$ cat config.mk
export PLATFORM = sky130hd
export DESIGN_NAME = voltage_level_monitor
export DESIGN_NICKNAME = d
export VERILOG_FILES = /design/src/rtl/vlm_pkg.sv /design/src/rtl/vlm_limit_check.sv /design/src/rtl/voltage_level_monitor.sv
export SDC_FILE = /design/constraint.sdc
export NUM_CORES = 1
export LEC_CHECK = 0
export ABC_AREA = 1
export ABC_CLOCK_PERIOD_IN_PS = 22300
export BUFFER_PORTS_ARGS = -buffer_cell sky130_fd_sc_hd__buf_2
export CORE_AREA = 8 8 209 211
export DETAILED_ROUTE_END_ITERATION = 8
export DIE_AREA = 0 0 217 219
export PLACE_DENSITY_LB_ADDON = 0.3
export SETUP_SLACK_MARGIN = 0.1
export SYNTH_ARGS = -nofsm -noshare
export SYNTH_HDL_FRONTEND = slang
export SYNTH_HIERARCHICAL = 1
export SYNTH_SLANG_ARGS = --single-unit
$ cat constraint.sdc
create_clock -name core_clk -period 22.3 [get_ports core_clk]
set_input_delay 1.115 -clock core_clk [delete_from_list [all_inputs] [get_ports core_clk]]
set_output_delay 1.115 -clock core_clk [all_outputs]
set_load 0.02 [all_outputs]
$ cat src/rtl/vlm_pkg.sv
/*
  Constants for the voltage level monitor scan control: channel counts,
  channel numbering, converter width and timing figures.
  Assumes a single 20 MHz core clock and no register bus.
*/
package monitor_pkg;
  localparam int NUM_CH = 14;
  localparam int NUM_VOLT_CH = 11;
  localparam int LAST_VOLT_CH = 10;
  localparam int FIRST_CH = 0;
  localparam int RES_W = 8;
  localparam logic [7:0] RES_MIN = 8'h00;
  localparam logic [7:0] RES_MAX = 8'hFF;
  localparam int EXT_CH_FIRST = 0;
  localparam int EXT_CH_LAST = 6;
  localparam int CH_STANDBY_SUPPLY = 7;
  localparam int CH_MAIN_SUPPLY = 8;
  localparam int CH_BATTERY = 9;
  localparam int CH_ANALOG_SUPPLY = 10;
  localparam int CH_THERM_ONE = 11;
  localparam int CH_THERM_TWO = 12;
  localparam int CH_THERM_THREE = 13;
  localparam logic [13:0] HALF_SCALE_MASK = 14'h0580;
  localparam int CLK_HZ = 20000000;
  localparam int CLK_PERIOD_NS = 50;
  localparam int PERIOD_CNT_W = 24;
  localparam int SETTLE_CNT_W = 16;
  localparam int CONV_TIMEOUT_US = 100;
  localparam int CONV_TIMEOUT_CYC = (CONV_TIMEOUT_US * 1000) / CLK_PERIOD_NS;
endpackage

$ cat src/rtl/vlm_limit_check.sv
/*
  Limit comparator for one reading against its channel's high and low limits.
  Assumes the reading and limits are stable registers on the core clock.
*/
`timescale 1ns/1ns
module limit_check #(
  parameter int W = 8
) (
  input wire logic [W-1:0] reading,
  input wire logic [W-1:0] high_limit,
  input wire logic [W-1:0] low_limit,
  output logic above_high,
  output logic below_low
);
  // Strict comparisons: a reading equal to a limit is in range.
  assign above_high = reading > high_limit; // RULE10
  assign below_low = reading < low_limit; // RULE10
endmodule

$ cat src/rtl/voltage_level_monitor.sv
/*
  Scan control for a 14-channel voltage level monitor around an 8-bit
  converter: periodic burst trigger, settling delay, per-channel readouts,
  sticky limit status, alarm, IRQ and SMI summaries.
  Assumes an external converter with a start/done handshake on core_clk;
  the sleep-state pin is asynchronous and is synchronised here.
*/
// Overview of operation
// (RULE1) Fourteen channels: seven external, four internal, three thermistor.
// (RULE2) Standby, main, analog supply readouts are halved.
// (RULE3) Three thermistor inputs convert like voltage channels.
// (RULE4) Period trigger starts burst from channel zero.
// (RULE5) Settling delay between consecutive conversions.
// (RULE6) Unsigned 8-bit result stored per-channel readout.
// (RULE7) Sleep input or error halts conversion.
// (RULE8) Out-of-range voltage channel suspended until cleared.
// (RULE9) Systems lacking sleep signal tie input high.
// (RULE10) Compare reading with high and low limits.
// (RULE11) Limit status bits sticky until software clears.
// (RULE12) Limit bit sets channel alarm event bit.
// (RULE13) Alarm drives interrupt, pin, or both.
// (RULE14) Alarm pin needs enable and limit bit.
// (RULE15) SMI active when status and enable set.
// (RULE16) IRQ active when status and enable set.
// (RULE17) Standby blocks new measurements, keeps registers.
// (RULE18) Disabled channels skipped, burst ends after last.
`timescale 1ns/1ns
module voltage_level_monitor #(
  parameter int NUM_CH = monitor_pkg::NUM_CH,
  parameter int NUM_VOLT_CH = monitor_pkg::NUM_VOLT_CH,
  parameter int RES_W = monitor_pkg::RES_W
) (
  input wire logic core_clk,
  input wire logic rst,
  input wire logic sleep_state_input_n,
  input wire logic standby_enable,
  input wire logic monitor_enable,
  input wire logic [23:0] conversion_period,
  input wire logic [15:0] settle_delay,
  input wire logic [13:0] channel_enable,
  input wire logic [13:0] alarm_out_enable,
  input wire logic [111:0] high_limit,
  input wire logic [111:0] low_limit,
  input wire logic [13:0] clear_high,
  input wire logic [13:0] clear_low,
  input wire logic [13:0] event_smi_enable,
  input wire logic [13:0] event_irq_enable,
  input wire logic [13:0] event_clear,
  input wire logic error_clear,
  output logic conv_start,
  output logic [3:0] conv_channel,
  output logic conv_half_scale,
  input wire logic conv_done,
  input wire logic [7:0] conv_result,
  output logic [111:0] channel_readout,
  output logic [13:0] status_high,
  output logic [13:0] status_low,
  output logic [13:0] event_status,
  output logic [6:0] event_status_low,
  output logic [6:0] event_status_high,
  output logic error_held,
  output logic scan_busy,
  output logic alarm_pin_n,
  output logic irq,
  output logic smi_n
);
  // The channel map and the field slicing below are fixed at fourteen 8-bit channels.
  if (NUM_CH != monitor_pkg::NUM_CH || RES_W != monitor_pkg::RES_W ||
      NUM_VOLT_CH != monitor_pkg::NUM_VOLT_CH) begin : g_bad_layout
    $error("voltage_level_monitor: only the fourteen channel layout is supported");
  end

  typedef enum logic [2:0] {S_IDLE, S_SEEK, S_SETTLE, S_CONVERT, S_STORE} scan_state_t;

  // Returns the lowest eligible channel at or above start, or NUM_CH if none.
  function automatic logic [4:0] next_channel(input logic [13:0] elig, input logic [4:0] start);
    logic [4:0] found;
    found = 5'(monitor_pkg::NUM_CH);
    for (int i = monitor_pkg::NUM_CH - 1; i >= 0; i--) begin
      if (elig[i] && 5'(i) >= start) begin
        found = 5'(i);
      end
    end
    return found;
  endfunction

  scan_state_t state_q;
  logic sleep_meta_q;
  logic sleep_sync_q;
  logic [23:0] period_cnt_q;
  logic trigger_q;
  logic [15:0] settle_cnt_q;
  logic [4:0] chan_q;
  logic [7:0] result_q;
  logic [31:0] timeout_q;
  logic error_q;
  logic [13:0] stat_hi_q;
  logic [13:0] stat_lo_q;
  logic [13:0] event_q;
  logic [111:0] readout_q;
  logic halted;
  logic [13:0] suspended;
  logic [13:0] eligible;
  logic [4:0] next_ch;
  logic cur_above;
  logic cur_below;
  logic [3:0] cur_idx;

  // The pin is asynchronous; only the second stage is read by logic.
  always_ff @(posedge core_clk or posedge rst) begin
    if (rst) begin
      sleep_meta_q <= 1'b1;
      sleep_sync_q <= 1'b1;
    end else begin
      sleep_meta_q <= sleep_state_input_n;
      sleep_sync_q <= sleep_meta_q;
    end
  end

  // Low on the sleep input means supply loss is expected; a board without
  // the signal ties it high so conversions run.
  assign halted = !sleep_sync_q || error_q || standby_enable || !monitor_enable; // RULE7 RULE9 RULE17

  // Voltage channels keep their alarm evidence by not being reconverted.
  // Clearing the event bit is what releases a suspended channel; clearing only
  // the limit bits is not enough while the event bit stays set.
  assign suspended = {3'b000, event_q[10:0]}; // RULE8
  assign eligible = channel_enable & ~suspended; // RULE18 RULE1 RULE3
  assign next_ch = next_channel(eligible, chan_q);
  assign cur_idx = chan_q[3:0];

  limit_check #(.W(RES_W)) u_limit (
    .reading(result_q),
    .high_limit(high_limit[cur_idx*8 +: 8]),
    .low_limit(low_limit[cur_idx*8 +: 8]),
    .above_high(cur_above),
    .below_low(cur_below)
  );

  // Period counter: a zero period disables triggering.
  // The counter restarts after any halt, so the first burst after resuming comes
  // one full period later rather than at once.
  always_ff @(posedge core_clk or posedge rst) begin
    if (rst) begin
      period_cnt_q <= 24'h000000;
      trigger_q <= 1'b0;
    end else if (halted || conversion_period == 24'h000000) begin
      period_cnt_q <= 24'h000000;
      trigger_q <= 1'b0;
    end else if (period_cnt_q >= conversion_period - 24'h000001) begin
      period_cnt_q <= 24'h000000;
      trigger_q <= 1'b1; // RULE4
    end else begin
      period_cnt_q <= period_cnt_q + 24'h000001;
      trigger_q <= 1'b0;
    end
  end

  // Scan sequencer.
  always_ff @(posedge core_clk or posedge rst) begin
    if (rst) begin
      state_q <= S_IDLE;
      chan_q <= 5'h00;
      settle_cnt_q <= 16'h0000;
      result_q <= 8'h00;
      timeout_q <= 32'h00000000;
    end else begin
      case (state_q)
        S_IDLE: begin
          if (trigger_q && !halted) begin
            chan_q <= 5'(monitor_pkg::FIRST_CH); // RULE4
            state_q <= S_SEEK;
          end
        end
        S_SEEK: begin
          if (halted || next_ch == 5'(monitor_pkg::NUM_CH)) begin
            state_q <= S_IDLE; // RULE18
          end else begin
            chan_q <= next_ch; // RULE18
            timeout_q <= 32'h00000000;
            state_q <= S_CONVERT;
          end
        end
        S_CONVERT: begin
          // A started conversion runs to its end even if a halt arrives, so the
          // converter is never abandoned mid-cycle; the halt acts in the settling step that follows.
          timeout_q <= timeout_q + 32'h00000001;
          if (conv_done) begin
            result_q <= conv_result; // RULE6
            state_q <= S_STORE;
          end else if (timeout_q >= 32'(monitor_pkg::CONV_TIMEOUT_CYC)) begin
            state_q <= S_IDLE;
          end
        end
        S_STORE: begin
          // Readout and status writes use the channel index before it advances here.
          settle_cnt_q <= settle_delay;
          chan_q <= chan_q + 5'h01;
          state_q <= S_SETTLE;
        end
        S_SETTLE: begin
          if (halted) begin
            state_q <= S_IDLE;
          end else if (settle_cnt_q == 16'h0000) begin
            state_q <= S_SEEK; // RULE5
          end else begin
            settle_cnt_q <= settle_cnt_q - 16'h0001; // RULE5
          end
        end
        default: state_q <= S_IDLE;
      endcase
    end
  end

  // A converter that never answers is an error; it holds off conversion.
  // The clear only releases the hold; the next burst still waits for a trigger.
  always_ff @(posedge core_clk or posedge rst) begin
    if (rst) begin
      error_q <= 1'b0;
    end else if (state_q == S_CONVERT && !conv_done &&
                 timeout_q >= 32'(monitor_pkg::CONV_TIMEOUT_CYC)) begin
      error_q <= 1'b1; // RULE7
    end else if (error_clear) begin
      error_q <= 1'b0;
    end
  end

  // Readouts update only on a stored result, so halting freezes them.
  always_ff @(posedge core_clk or posedge rst) begin
    if (rst) begin
      readout_q <= '0;
    end else if (state_q == S_STORE) begin
      readout_q[cur_idx*8 +: 8] <= result_q; // RULE6 RULE2
    end
  end

  // Sticky limit bits; a new exceedance in the clear cycle wins.
  always_ff @(posedge core_clk or posedge rst) begin
    if (rst) begin
      stat_hi_q <= 14'h0000;
      stat_lo_q <= 14'h0000;
    end else begin
      // Clears are levels; holding one high masks the bit but never blocks a set.
      for (int i = 0; i < monitor_pkg::NUM_CH; i++) begin
        if (state_q == S_STORE && cur_idx == 4'(i) && cur_above) begin
          stat_hi_q[i] <= 1'b1; // RULE10 RULE11
        end else if (clear_high[i]) begin
          stat_hi_q[i] <= 1'b0; // RULE11
        end
        if (state_q == S_STORE && cur_idx == 4'(i) && cur_below) begin
          stat_lo_q[i] <= 1'b1; // RULE10 RULE11
        end else if (clear_low[i]) begin
          stat_lo_q[i] <= 1'b0; // RULE11
        end
      end
    end
  end

  // Event alarm bits follow limit bits; a set limit bit re-raises it.
  always_ff @(posedge core_clk or posedge rst) begin
    if (rst) begin
      event_q <= 14'h0000;
    end else begin
      for (int i = 0; i < monitor_pkg::NUM_CH; i++) begin
        if (stat_hi_q[i] || stat_lo_q[i]) begin
          event_q[i] <= 1'b1; // RULE12
        end else if (event_clear[i]) begin
          event_q[i] <= 1'b0;
        end
      end
    end
  end

  // Summary outputs are registered so they never glitch.
  // The price is one cycle of latency from the event bit to irq and smi_n, and from the limit bits to the alarm pin.
  always_ff @(posedge core_clk or posedge rst) begin
    if (rst) begin
      alarm_pin_n <= 1'b1;
      irq <= 1'b0;
      smi_n <= 1'b1;
    end else begin
      alarm_pin_n <= ~|(alarm_out_enable & (stat_hi_q | stat_lo_q)); // RULE14 RULE13
      irq <= |(event_q & event_irq_enable); // RULE16 RULE13
      smi_n <= ~|(event_q & event_smi_enable); // RULE15
    end
  end

  assign conv_start = (state_q == S_CONVERT) && (timeout_q == 32'h00000000);
  assign conv_channel = cur_idx;
  // Past the last channel the index leaves the map; gating keeps the pin defined
  // while the sequencer idles.
  assign conv_half_scale = (chan_q < 5'(monitor_pkg::NUM_CH)) &&
                           monitor_pkg::HALF_SCALE_MASK[cur_idx]; // RULE2
  assign channel_readout = readout_q;
  assign status_high = stat_hi_q;
  assign status_low = stat_lo_q;
  assign event_status = event_q;
  assign event_status_low = event_q[6:0];
  assign event_status_high = event_q[13:7];
  assign error_held = error_q;
  assign scan_busy = state_q != S_IDLE;
endmodule

Word-level counts from Yosys, hierarchy flattened
Memory sizes are Yosys's and may differ from the RTL's.
Index checks and enable logic that the tools add are counted.
W data, S select, Z words.
- register bits after elaboration: 249
- memory bits (read-only): 16
- bits of input ports: 377
- memories: 1
- add/sub/neg operators: 6
- order comparisons: 20
- equality and inequality tests: 24
- shifts and indexed selects: 4
- multiplexer cells: 121
- bitwise gates (word level): 6
- reduce and logical (&&, ||, !) cells: 146
- memories (memory ; depth ; bits a word ; rd ports ; clocked after Yosys merged registers in ; wr ports ; line ; RTL):
    (no name shown) ; 16 ; 1 ; 1 ; 0 ; 0 ; voltage_level_monitor.sv:293 ; monitor_pkg::HALF_SCALE_MASK[cur_idx];
- operator list (operator ; number):
    $shiftx A112 B8 Y8 ; 2
    $bwmux W112 ; 1
    $shift A8 B34 Y112 const A ; 1
    $shiftx A8 B34 Y112 ; 1
    $reduce_bool A2 Y1 ; 45
    $mux W1 ; 89
    $mux W5 ; 15
    $pmux W32 S2 ; 1
    $logic_and A1 B1 Y1 ; 61
    $and A14 B14 Y14 ; 4
    $mux W24 ; 2
    $reduce_or A14 Y1 ; 3
    $neg A7 Y34 ; 1
    $add A32 B1 Y32 const B ; 1
    $ge A32 B11 Y1 const B ; 1
    $logic_not A32 Y1 ; 1
    $mux W16 ; 2
    $mux W32 ; 1
    $pmux W16 S2 ; 1
    $ge A4 B5 Y1 const A ; 6
    $add A24 B1 Y24 const B ; 1
    $eq A4 B4 Y1 const B ; 6
    $ge A24 B24 Y1 ; 1
    $logic_not A24 Y1 ; 1
    other kinds (33) ; 79

Depth between registers and ports, before layout
Gate-level depths: netlist (run 1).
- word-level depth: 21
- mapped depth: 24
- mapped depth without buffers: 21

Hierarchy
Netlist (run 1), hierarchy kept.
- by module, submodules not included (module ; instances ; cells each ; area an instance (µm²) ; seq. area each (µm²)):
    voltage_level_monitor ; 1 ; 1897 ; 14615.3 ; 6236.0
    limit_check ; 1 ; 66 ; 401.6 ; 0.0

Least setup slack after synthesis (run 1)
No wires, ideal clock.
- kind: input port to flip-flop
- start point: input port conversion_period[0]
- end point: register period_cnt_q[11]
- library setup time: 0.088 ns
- data arrival time: 3.886 ns
- data required time: 22.212 ns
- path slack: 18.325 ns
- stages on the path: 18
- buffers on the path: 1
- cells stage by stage: inv_1 > ha_1 > nand2_1 > nor3_2 > nand2_1 > inv_1 > nand2_1 > nor3_2 > nand3_1 > nor4_1 > xnor2_1 > ha_1 > nand4_1 > nor3_1 > a221oi_1 > nand4_1 > clkbuf_1 > nor3b_1
- cells in the longest elaborated chain, start to end: 4
- RTL lines (element ; line ; RTL):
    start: declaration ; voltage_level_monitor.sv:38 ; input wire logic [23:0] conversion_period,
    $sub A24 B1 Y24 ; voltage_level_monitor.sv:150 ; end else if (period_cnt_q >= conversion_period - 24'h000001) begin
    $ge A24 B24 Y1 ; voltage_level_monitor.sv:150 ;
    $mux W24 ; voltage_level_monitor.sv:150 ;
    $mux W24 (*) ; voltage_level_monitor.sv:147 ; end else if (halted || conversion_period == 24'h000000) begin
    end signal: assignment ; voltage_level_monitor.sv:154 ; period_cnt_q <= period_cnt_q + 24'h000001;
    end: declaration ; voltage_level_monitor.sv:90 ; logic [23:0] period_cnt_q;
Mark *: on every way between the ends. The rest lies on a longest branch, timed or not.
A chain may end at the register's enable or synchronous reset.

Final worst setup path (run 1)
- start point: register chan_q[2]
- end point: register stat_lo_q[2] (netlist: status_low[2])
- cells in the longest elaborated chain, start to end: 4
- RTL lines (element ; line ; RTL):
    start: declaration ; voltage_level_monitor.sv:93 ; logic [4:0] chan_q;
    start signal: assignment ; voltage_level_monitor.sv:171 ; chan_q <= 5'(monitor_pkg::FIRST_CH);
    start signal: assignment ; voltage_level_monitor.sv:179 ; chan_q <= next_ch;
    start signal: assignment ; voltage_level_monitor.sv:198 ; chan_q <= chan_q + 5'h01;
    $shiftx A112 B8 Y8 (*) ; voltage_level_monitor.sv:135 ; .low_limit(low_limit[cur_idx*8 +: 8]),
    $lt A8 B8 Y1 (*) ; vlm_limit_check.sv:17 ; assign below_low = reading < low_limit;
    net cur_below ; voltage_level_monitor.sv:106 ; logic cur_below;
    $logic_and A1 B1 Y1 (*) ; voltage_level_monitor.sv:250 ; if (state_q == S_STORE && cur_idx == 4'(i) && cur_below) begin
    $mux W1 / $reduce_bool A2 Y1 (equally long branches) ; - ;
    end signal: assignment ; voltage_level_monitor.sv:241 ; stat_lo_q <= 14'h0000;
    end signal: indexed assignment ; voltage_level_monitor.sv:251 ; stat_lo_q[i] <= 1'b1;
    end signal: indexed assignment ; voltage_level_monitor.sv:253 ; stat_lo_q[i] <= 1'b0;
    end: declaration ; voltage_level_monitor.sv:98 ; logic [13:0] stat_lo_q;
The timed path passes the listed nets; every way through them passes the cells marked *.

==> results of run 1 <==
==> layer usage <==
| layer | wire length (um) | vias to the layer above | part of all wire [%] | track usage, % |
|---|---|---|---|---|
| met3 | 3760 | 96 | 6.1 | 4.02 |
| met4 | 1650 | 6 | 2.7 | 6.83 |
| met5 | 34 | - | 0.055 | 0 |
| li1 | - | 7603 | - | - |
| met1 | 25900 | 7556 | 42 | 31.0 |
| met2 | 30400 | 600 | 49 | 43.3 |
==> final timing paths <==
path,to
min reg2reg,sleep_sync_q
max reg2reg,status_low[2]
max in group asynchronous,channel_readout[100]
min,sleep_sync_q
min in group asynchronous,period_cnt_q[19]
max,status_low[2]
==> worst max-delay path, stage by stage, from the launching register on <==
cell      delay, ns
dfrtp_1        0.57
nand2_2        0.36
clkinv_1       0.95
a21oi_1        0.80
nand2_1        0.11
nand2_1        0.08
o21ai_0        0.10
inv_1          0.14
ha_1           0.26
a21oi_1        0.14
o21ai_0        0.14
a21oi_2        0.66
nand4_1        0.19
o21ai_0        0.12
==> power by group <==
part | switching (W) | leakage (nW) | total [W] | internal, W
Clock | 0.000187 | 0.455 | 0.000462 | 0.000275
Combinational | 0.0000461 | 6.25 | 0.0000822 | 0.0000361
Sequential | 0.00000298 | 3.24 | 0.000456 | 0.000453
==> metrics by stage <==
stage	std cells	power [W]	setup slack, ns	hold slack, ns
global route	3028	0.00104	17.29	0.367
CTS	3024	0.00101	17.62	0.359
floorplan	1963	0.000495	14.35	0.345
detailed placement	2975	0.000547	17.12	0.350
global placement	2975	0.000546	17.27	0.347
finish	3030	0.00100	17.58	0.356
==> layout make-up <==
| class | instances | area [um2] | share of cell area, % |
|---|---|---|---|
| timing repair buffer | 565 | 2850 | 14.9 |
| inverter | 224 | 855 | 4.48 |
| tap | 532 | 666 | 3.49 |
| antenna | 6 | 15.0 | 0.0786 |
| clock buffer | 45 | 865 | 4.53 |
| clock inverter | 4 | 63.8 | 0.334 |
| multi-input combinational | 1405 | 7540 | 39.5 |
| sequential | 249 | 6240 | 32.7 |
==> cells in the mapped netlist (4+ instances only) <==
| library cell | n | share of area, % |
|---|---|---|
| a211oi_1 | 7 | 0.35 |
| a21oi_1 | 64 | 2.1 |
| a221oi_1 | 13 | 0.76 |
| a22o_1 | 21 | 1.2 |
| a22oi_1 | 5 | 0.25 |
| a31oi_1 | 12 | 0.50 |
| buf_1 | 7 | 0.18 |
| buf_2 | 10 | 0.33 |
| buf_4 | 21 | 1.0 |
| clkbuf_1 | 47 | 1.2 |
| dfrtp_1 | 245 | 41 |
| dfstp_2 | 4 | 0.70 |
| ha_1 | 51 | 4.2 |
| inv_1 | 207 | 5.2 |
| inv_2 | 13 | 0.32 |
| mux2_2 | 8 | 0.60 |
| nand2_1 | 405 | 10 |
| nand2_2 | 11 | 0.46 |
| nand3_1 | 96 | 3.2 |
| nand3_2 | 4 | 0.27 |
| nand4_1 | 34 | 1.4 |
| nor2_1 | 204 | 5.1 |
| nor2_2 | 13 | 0.54 |
| nor2_4 | 6 | 0.45 |
| nor3_1 | 38 | 1.3 |
| nor3_2 | 7 | 0.47 |
| nor3b_1 | 4 | 0.20 |
| nor4_1 | 12 | 0.50 |
| nor4_2 | 5 | 0.42 |
| o211ai_1 | 14 | 0.70 |
| o21ai_0 | 235 | 7.8 |
| o21ai_1 | 34 | 1.1 |
| o21ai_2 | 4 | 0.23 |
| o221ai_1 | 16 | 0.93 |
| o22ai_1 | 8 | 0.33 |
| o31ai_1 | 6 | 0.30 |
| xnor2_1 | 14 | 0.82 |
| xor2_1 | 28 | 1.6 |
==> state kept, by name (all words and copies together) (netlist names), 3 cells and up <==
register         count
status_high         14
status_low          14
state_q              3
period_cnt_q        24
timeout_q           32
channel_readout    112
settle_cnt_q        16
event_status        14
result_q             8
chan_q               5
==> cell families after synthesis <==
kind of cell,Yosys count,synth area share (%)
buffers and inverters,309,8.37
and+or+nand+nor,854,25.4
AOI/OAI and AO/OA,449,17.4
adders and majority gates,51,4.25
muxes,9,0.667
DFF,249,41.5
xor gates and xnor gates,42,2.45
==> results.ini, run 1 <==
[run_status]
outcome=finished clean

[clocking]
numCtsBuffers=28
cts_sinks=249
post_cts_resized=0
cts_hold_buf=0
cts_tree=done
clk_pin_slew_ns=0.06
clockBufferDepth=3
htreeDepth=1
post_cts_buffers=0
insertion_delay_ns=0.56
root_buffer=clkbuf_16

[detailed_routing]
avgViaCountPerCell=5.23
drcViolationCount=0
drtPass1Iterations=6
drtIter0Drc=1243
drtAntennaViolNets=0
vias=15900
drt_wl_total_um=61700
avgRoutedWirePerCell_um=20.4

[placement]
post-dp-hpwl_um=48600
io_buffers=555
gp_congestion=0.958
place_area_um2=18100

[layout]
nFillCells=4059
layout.nets=2901
area_delta_synth_final_pct=27.1
stdcell_area_um2=19100
final_cell_mix=buf_2, nand2_1, dfrtp_1
layout_commonest_cell=buf_2
utilization_pct=47.3
drive_gt1_share_pct=28.1

[critical_path]
critPathRequiredTime_ns=22.77
reg2reg_slack_ns=17.58
crit_type=flop to flop
cp-start-kind=flop
r2r_start=chan_q[2]
r2r_cells=13
crit_start=chan_q[2]
arrival_ns=5.19
critPathCaptureType=flop
path_max_fanout=27

[sta]
setup_violations=0
slew_viol_final=0
max_freq_mhz=212
min_period_ns=4.72
skew_ns=0.0291
worst_pin_slew_ns=1.21
rsz0062_at_grt=no
max-slew-margin-rel_pct=19.7
hold_violations=0
fin_crit_sh_pct=21.1
setup_tns_ns=0

[global_route]
grt_overflow=0
gr-usage-all-layers_pct=24.6
grt_pass1_vias=15900
grt_pass1_wl_um=92800
grt_max_degree=94
antenna_found_initial=9

[synth]
syn_area_um2=15000
ys_ff_latch=249
synth_edf_count=0
avgSynthCellArea_um2=7.65
ys_async_sr_fraction_pct=100
synth-main-ff-cell=dfrtp_1
synth_cell_type_count=58
yosys_warnings=6
synth-seq-area-share_pct=41.5
syn_inst=1963
synth_nets=2391

[floorplan]
die_w_um=217
die_area_um2=47500
design.core.area_um2=40400
row_count=74
start_util_pct=37.2
die_h_um=219
io-pin-count=556

[power]
irDropWorstVdd_mv=0.0488
static-leakage-power_nw=9.95
power.density_nw_per_um2=52.4

[min_path]
hp-start=sleep_meta_q
hp-class=flop to flop
hold_path_depth=0

[job]
max_cap_viol_count=0

Note: power is estimated with default switching activity, not from simulation.
==> run 2: changes to the inputs <==
--- a/config.mk
+++ b/config.mk
@@ -6,7 +6,7 @@
 export NUM_CORES = 1
 export LEC_CHECK = 0
 export ABC_AREA = 1
-export ABC_CLOCK_PERIOD_IN_PS = 22300
+export ABC_CLOCK_PERIOD_IN_PS = 4200
 export BUFFER_PORTS_ARGS = -buffer_cell sky130_fd_sc_hd__buf_2
 export CORE_AREA = 8 8 209 211
 export DETAILED_ROUTE_END_ITERATION = 8
==> constraint.sdc (replaced) <==
create_clock -name core_clk -period 4.2 [get_ports core_clk]
set_input_delay 0.21 -clock core_clk [delete_from_list [all_inputs] [get_ports core_clk]]
set_output_delay 0.21 -clock core_clk [all_outputs]
set_load 0.02 [all_outputs]
==> results.ini, run 2 (synthesis results as in run 1) <==
[global_route]
grt_pass1_vias=16800  ; +6.0%
grt_overflow=0  ; unchanged
antenna_found_initial=5  ; -4
grt_max_degree=167  ; +78%
grt_pass1_wl_um=96700  ; +4.2%
gr-usage-all-layers_pct=25.6  ; +0.98 points

[detailed_routing]
drcViolationCount=0  ; unchanged
drtIter0Drc=1355  ; +9.0%
drtAntennaViolNets=0  ; unchanged
avgViaCountPerCell=5.32  ; +1.6%
drtPass1Iterations=5  ; -1
drt_wl_total_um=63300  ; +2.5%
vias=16600  ; +4.4%
avgRoutedWirePerCell_um=20.3  ; -0.26%

[layout]
largest_reg_flops=112  ; unchanged
nFillCells=4017  ; -1.0%
layout_commonest_cell=buf_2
final_cell_mix=buf_2, nand2_1, dfrtp_1
layout.nets=2986  ; +2.9%
stdcell_area_um2=20100  ; +5.2%
area_delta_synth_final_pct=33.7
drive_gt1_share_pct=27.8  ; -0.30 points

[critical_path]
critPathCaptureType=flop
slowest_stage=dfrtp_1
critPathMaxStageDelay_ns=0.63  ; -0.32 ns
cpMostUsedCell=o21ai_0
crit_family=compound AO/OA/AOI/OAI gates
arrival_ns=4.27  ; -0.92 ns
cp-start-kind=flop
path_buf_inv=4  ; +2
critPathRequiredTime_ns=4.68  ; -18.09 ns
crit_type=flop to flop
path_max_fanout=20  ; -26%
worstPathCellList=inv_2 -> nor2_4 -> buf_4 -> a22o_1 -> a21oi_1 -> nand2_1 -> nand2_1 -> o21ai_0 -> inv_1 -> ha_1 -> a21oi_1 -> o21ai_0 -> a21oi_2 -> buf_4 -> nand4_1 -> o21ai_0

[power]
power.density_nw_per_um2=283  ; +440%
irDropWorstVdd_mv=0.271  ; +460%
total_power_w=0.00567  ; +470%
static-leakage-power_nw=10.4  ; +4.3%

[clocking]
insertion_delay_ns=0.57  ; about the same
numCtsBuffers=28  ; unchanged
cts_tree=done
post_cts_resized=0  ; unchanged
htreeDepth=1  ; unchanged
root_buffer=clkbuf_16
clk_pin_slew_ns=0.07  ; about the same
cts_sinks=249  ; unchanged
clockBufferDepth=3  ; unchanged

[floorplan]
row_count=74  ; unchanged
die_w_um=217  ; unchanged
io-pin-count=556  ; unchanged
start_util_pct=37.2  ; unchanged
die_area_um2=47500  ; unchanged
die_h_um=219  ; unchanged
design.core.area_um2=40400  ; unchanged

[placement]
gp_congestion=0.944  ; -1.4%
dpl_worst_slack_ns=0.427  ; -16.70 ns
post-dp-hpwl_um=49800  ; +2.5%
io_buffers=555  ; unchanged
place_area_um2=18300  ; +0.71%

[sta]
fin_crit_sh_pct=90.3  ; +69 points
min_period_ns=3.79  ; -0.926 ns
hold_violations=0  ; unchanged
worst_pin_slew_ns=1.03  ; -0.179 ns
rsz0062_at_grt=no
skew_ns=0.0164  ; -0.0127 ns
fin_ws_ns=0.409  ; -17.17 ns
setup_tns_ns=0  ; unchanged
max-slew-margin-rel_pct=31.3  ; +12 points
setup_violations=0  ; unchanged
slew_viol_final=0  ; unchanged
max_freq_mhz=264  ; +24%

[job]
max_cap_viol_count=0  ; unchanged

[run_status]
outcome=finished clean

[min_path]
hp-class=input port to flop

[run 2: changes by cell type in the layout (fill, tap and decap cells not counted), sizes merged]
cell	change
clkbuf	-4
clkinvlp	+3
buf	+11
bufinv	+4
dlygate4sd3	+74
diode	-3
[run 2: worst paths after layout]
| kind | slack, ns | depth (start not counted) | to | from |
|---|---|---|---|---|
| setup / recovery | 0.41 | 16 | status_low[2] | chan_q[2] |
| hold / removal | 0.06 | 4 | settle_cnt_q[11] | settle_delay[11] |
| setup reg to reg | 0.41 | 16 | status_low[2] | chan_q[2] |
| hold reg to reg | 0.36 | 0 | sleep_sync_q | sleep_meta_q |
| max in group asynchronous | 2.95 | 4 | chan_q[0] | rst |
| min in group asynchronous | 0.34 | 4 | channel_readout[25] | rst |
[run 2: final cells by class]
type                       count  area (um2)  area share (%)
antenna                        3        7.51          0.0374
clock buffer                  41         840            4.18
clock inverter                11         214            1.07
inverter                     224         851            4.24
multi-input combinational   1405        7540            37.5
sequential                   249        6240            31.1
tap                          532         666            3.32
timing repair buffer         650        3730            18.6
[run 2: timing repair]
item                                   CTS  global route
setup buffers                            0             0
endpoints found under the hold margin  222             0
hold buffers                            74             0
[run 2: power breakdown]
group / internal (W) / switching [W]
sequential: 0.00241 / 0.0000181
combinational: 0.000238 / 0.000265
clock: 0.00170 / 0.00105
[run 2: worst reg2reg max path: stages, from the launching register on]
cell and delay [ns]:
dfrtp_1 0.63, inv_2 0.13, nor2_4 0.48, buf_4 0.37, a22o_1 0.19, a21oi_1 0.04
nand2_1 0.06, nand2_1 0.06, o21ai_0 0.41, inv_1 0.10, ha_1 0.32, a21oi_1 0.15
o21ai_0 0.14, a21oi_2 0.13, buf_4 0.25, nand4_1 0.12, o21ai_0 0.12
[run 2: routing by layer]
metal	GRT usage, %	wire length [um]	up-vias
met5	0	0	-
met1	32.1	26200	7991
met2	44.6	30900	684
met4	7.89	1850	0
li1	-	-	7774
met3	4.47	4220	117
[run 2: stage by stage]
step,instances,utilization [%],hold WS (ns)
after floorplan,1963,-,0.214
after global placement,2986,45.3,0.316
after detailed placement,2986,45.3,0.324
after CTS,3112,49.7,0.0236
after global routing,3115,49.7,0.0673
final,3115,49.7,0.0565
==> run 3: changes to the inputs <==
--- a/config.mk
+++ b/config.mk
@@ -6,14 +6,13 @@
 export NUM_CORES = 1
 export LEC_CHECK = 0
 export ABC_AREA = 1
-export ABC_CLOCK_PERIOD_IN_PS = 4200
+export ABC_CLOCK_PERIOD_IN_PS = 3400
 export BUFFER_PORTS_ARGS = -buffer_cell sky130_fd_sc_hd__buf_2
-export CORE_AREA = 8 8 209 211
+export CORE_AREA = 8 8 207 209
 export DETAILED_ROUTE_END_ITERATION = 8
-export DIE_AREA = 0 0 217 219
+export DIE_AREA = 0 0 215 217
 export PLACE_DENSITY_LB_ADDON = 0.3
 export SETUP_SLACK_MARGIN = 0.1
 export SYNTH_ARGS = -nofsm -noshare
 export SYNTH_HDL_FRONTEND = slang
-export SYNTH_HIERARCHICAL = 1
 export SYNTH_SLANG_ARGS = --single-unit
==> constraint.sdc (replaced) <==
create_clock -name core_clk -period 3.4 [get_ports core_clk]
set_input_delay 0.17 -clock core_clk [delete_from_list [all_inputs] [get_ports core_clk]]
set_output_delay 0.17 -clock core_clk [all_outputs]
set_load 0.02 [all_outputs]
==> results.ini, run 3 <==
[run_status]
outcome=finished clean

[power]
power_frac_comb_pct=9.1  ; +0.2 points
seqPwrFrac_pct=43.6  ; +0.9 points
irDropWorstVdd_mv=0.470  ; +73%
p_int_w=0.00515  ; +19%
switching_share_pct=24.7  ; +1.3 points
power.density_nw_per_um2=343  ; +21%
power_frac_clock_pct=47.3  ; -1.1 points
static-leakage-power_nw=10.1  ; -2.5%
p_switching_w=0.00169  ; +27%

[sta]
max-slew-margin-rel_pct=49.8  ; +19 points
min_period_ns=3.10  ; -0.688 ns
worst_pin_slew_ns=0.745  ; -0.282 ns
rsz0062_at_grt=no
slew_viol_final=0  ; unchanged
hold_violations=0  ; unchanged
fin_crit_sh_pct=91.3  ; +1.0 points
setup_violations=0  ; unchanged
skew_ns=0.0174  ; +0.00102 ns
max_freq_mhz=322  ; +22%

[synth]
yosys_warnings=0  ; -6
synth-seq-area-share_pct=42.3  ; +0.80 points
yosysMostFrequentCell=nand2_1
syn_area_um2=14700  ; -1.9%
synthTopCellsByArea=dfrtp_1, nand2_1, o21ai_0
synth_top_cell_by_area=dfrtp_1
synth_edf_count=0  ; unchanged
synth-main-ff-cell=dfrtp_1
synth_cell_type_count=61  ; +5.2%
ys_async_sr_fraction_pct=100  ; unchanged
synth_nets=2353  ; -1.6%
syn_inst=1925  ; -1.9%
synth_top_cell_area_share_pct=41.6  ; +0.79 points
avgSynthCellArea_um2=7.65  ; about the same
synth_common_cells=nand2_1, dfrtp_1, nor2_1
ys_ff_latch=249  ; unchanged

[global_route]
antenna_found_initial=25  ; +20
gr-usage-all-layers_pct=28.3  ; +2.7 points
grt_pass1_wl_um=103000  ; +6.7%
grt_pass1_vias=16400  ; -2.3%
grt_max_degree=131  ; -22%
grt_overflow=0  ; unchanged

[floorplan]
io-pin-count=556  ; unchanged
die_area_um2=46700  ; -1.8%
row_count=73  ; -1.4%
start_util_pct=37.3  ; +0.14 points
die_h_um=217  ; -0.91%
die_w_um=215  ; -0.92%
design.core.area_um2=39500  ; -2.3%

[critical_path]
cpMostUsedCell=nand2_1
cp-start-kind=flop
critPathCaptureType=flop
path_max_fanout=16  ; -20%
crit_type=flop to flop
reg2reg_slack_ns=0.30  ; -0.11 ns
arrival_ns=3.60  ; -0.67 ns
critPathRequiredTime_ns=3.90  ; -0.78 ns
slowest_stage=dfrtp_1
critPathMaxStageDelay_ns=0.51  ; -0.12 ns
reg2reg_to=status_low[11]
worstPathCellList=inv_2 -> nand2_2 -> nor2_1 -> o21ai_0 -> o2111ai_1 -> a22oi_1 -> ha_1 -> o21ai_1 -> nand2_1 -> nand3_1 -> nand2_1 -> a21boi_2 -> buf_4 -> nand2_1 -> nand2_1
r2r_cells=15  ; -1
r2r_start=chan_q[2]

[clocking]
cts_sinks=249  ; unchanged
cts_tree=done
post_cts_resized=0  ; unchanged
numCtsBuffers=29  ; +3.6%
htreeDepth=1  ; unchanged
insertion_delay_ns=0.57  ; about the same
clk_pin_slew_ns=0.06  ; about the same
root_buffer=clkbuf_16
clockBufferDepth=3  ; unchanged

[detailed_routing]
avgViaCountPerCell=5.30  ; -0.33%
avgRoutedWirePerCell_um=22.3  ; +10%
drtIter0Drc=1377  ; +1.6%
drtAntennaViolNets=0  ; unchanged
drtPass1Iterations=7  ; +2
vias=16500  ; -0.68%
drcViolationCount=0  ; unchanged
drt_wl_total_um=69300  ; +9.6%

[layout]
nFillCells=3915  ; -2.5%
multi_input_area_um2=7360  ; -2.4%
largest_reg_flops=112  ; unchanged
area_delta_synth_final_pct=35.4
drive_gt1_share_pct=27.6  ; -0.21 points
layout.nets=2968  ; -0.60%
layout_commonest_cell=buf_2
utilization_pct=50.5  ; +0.81 points
final-seq-area_um2=6240  ; about the same
layout.cells.non_filler=3104  ; -0.35%
final_cell_mix=buf_2, nand2_1, dfrtp_1

[min_path]
hp-start=conversion_period[23]
hold_path_depth=7  ; +3
hold_path_end=trigger_q
hp-class=input port to flop

[placement]
dp.cells=2952  ; -1.1%
gp_congestion=0.993  ; +5.2%
io_buffers=555  ; unchanged
post-dp-hpwl_um=55600  ; +12%

[job]
max_cap_viol_count=0  ; unchanged

-- run 3: cell count changes in the layout (fill, tap and decap cells not counted), moves of 14 or more --
cell,previous run,this run
o21ai_0,235,194
nand4_1,34,20
nor2_1,203,220
nand2_1,405,451
o2111ai_1,0,18
inv_1,206,188
-- run 3: timing repair --
item                                    in CTS  in global routing
endpoints found under the hold margin       86                  0
hold buffers                                80                  0
setup buffers                                0                  2
endpoints found under the setup margin       0                 13
-- run 3: power groups by stage --
stage	combinational (W)	clock [W]	sequential (W)
6_report	0.000620	0.00323	0.00299
5_1_grt	0.000677	0.00340	0.00298
4_1_cts	0.000621	0.00329	0.00299
3_5_place_dp	0.000550	0	0.00304
3_3_place_gp	0.000548	0	0.00304
2_1_floorplan	0.000195	0	0.00303
-- run 3: area by class of cell --
class | instances | share of cell area [%]
inverters | 198 | 3.75
diodes | 16 | 0.201
clock buffers | 34 | 3.88
clock inverters | 20 | 1.07
well taps | 525 | 3.29
repair buffers | 670 | 19.6
multi-input cells | 1392 | 36.9
flip-flops and latches | 249 | 31.3
-- run 3: worst max path at each step --
stage               slack, ns                 start  depth (start not counted)          endpoint
detailed placement       0.16  conversion_period[0]                         20  period_cnt_q[18]
CTS                      0.22             chan_q[2]                         15    status_low[11]
global placement         0.25  conversion_period[0]                         20   period_cnt_q[3]
finish                   0.30             chan_q[2]                         15    status_low[11]
global route             0.12             chan_q[2]                         15    status_low[11]
floorplan               -0.04                   rst                          1         chan_q[0]
-- run 3: worst max-delay path: cells and delay by family (launching register included) --
kind	cells	cell delay (ns)
AO/OA/AOI/OAI	5	0.99
adder cells (fa/ha/maj)	1	0.30
buffers and inverters	2	0.35
flip-flops	1	0.51
AND/OR/NAND/NOR	7	0.86
-- run 3: through the flow --
stage	hold slack, ns	instance area (um2)	power [W]	setup TNS, ns	setup slack (ns)
6_report	0.160	19900	0.00684	0	0.297
5_1_grt	0.198	19900	0.00706	0	0.120
4_1_cts	0.138	19900	0.00689	0	0.222
3_5_place_dp	0.224	18100	0.00359	0	0.164
3_3_place_gp	0.220	18100	0.00359	0	0.253
2_1_floorplan	0.174	14700	0.00323	-9.91	-0.0404
-- run 3: logic make-up (layout without fill, tap and decap cells) --
kind of cell	Yosys count	after routing	share of synthesized area, %
AOI/OAI and AO/OA	417	417	16.9
xor gates and xnor gates	46	46	2.73
adders and majority gates	51	51	4.33
buffers and inverters	284	922	7.92
DFF	249	249	42.3
muxes	8	8	0.611
other	0	16	0
and+or+nand+nor	870	870	25.2
-- run 3: layer usage --
metal / up-vias / wire (um) / global-route usage [%]
met5: - / 27 / 0
li1: 7690 / - / -
met3: 143 / 4550 / 4.77
met4: 4 / 2550 / 10.6
met2: 684 / 35400 / 51.4
met1: 7932 / 26800 / 33.2
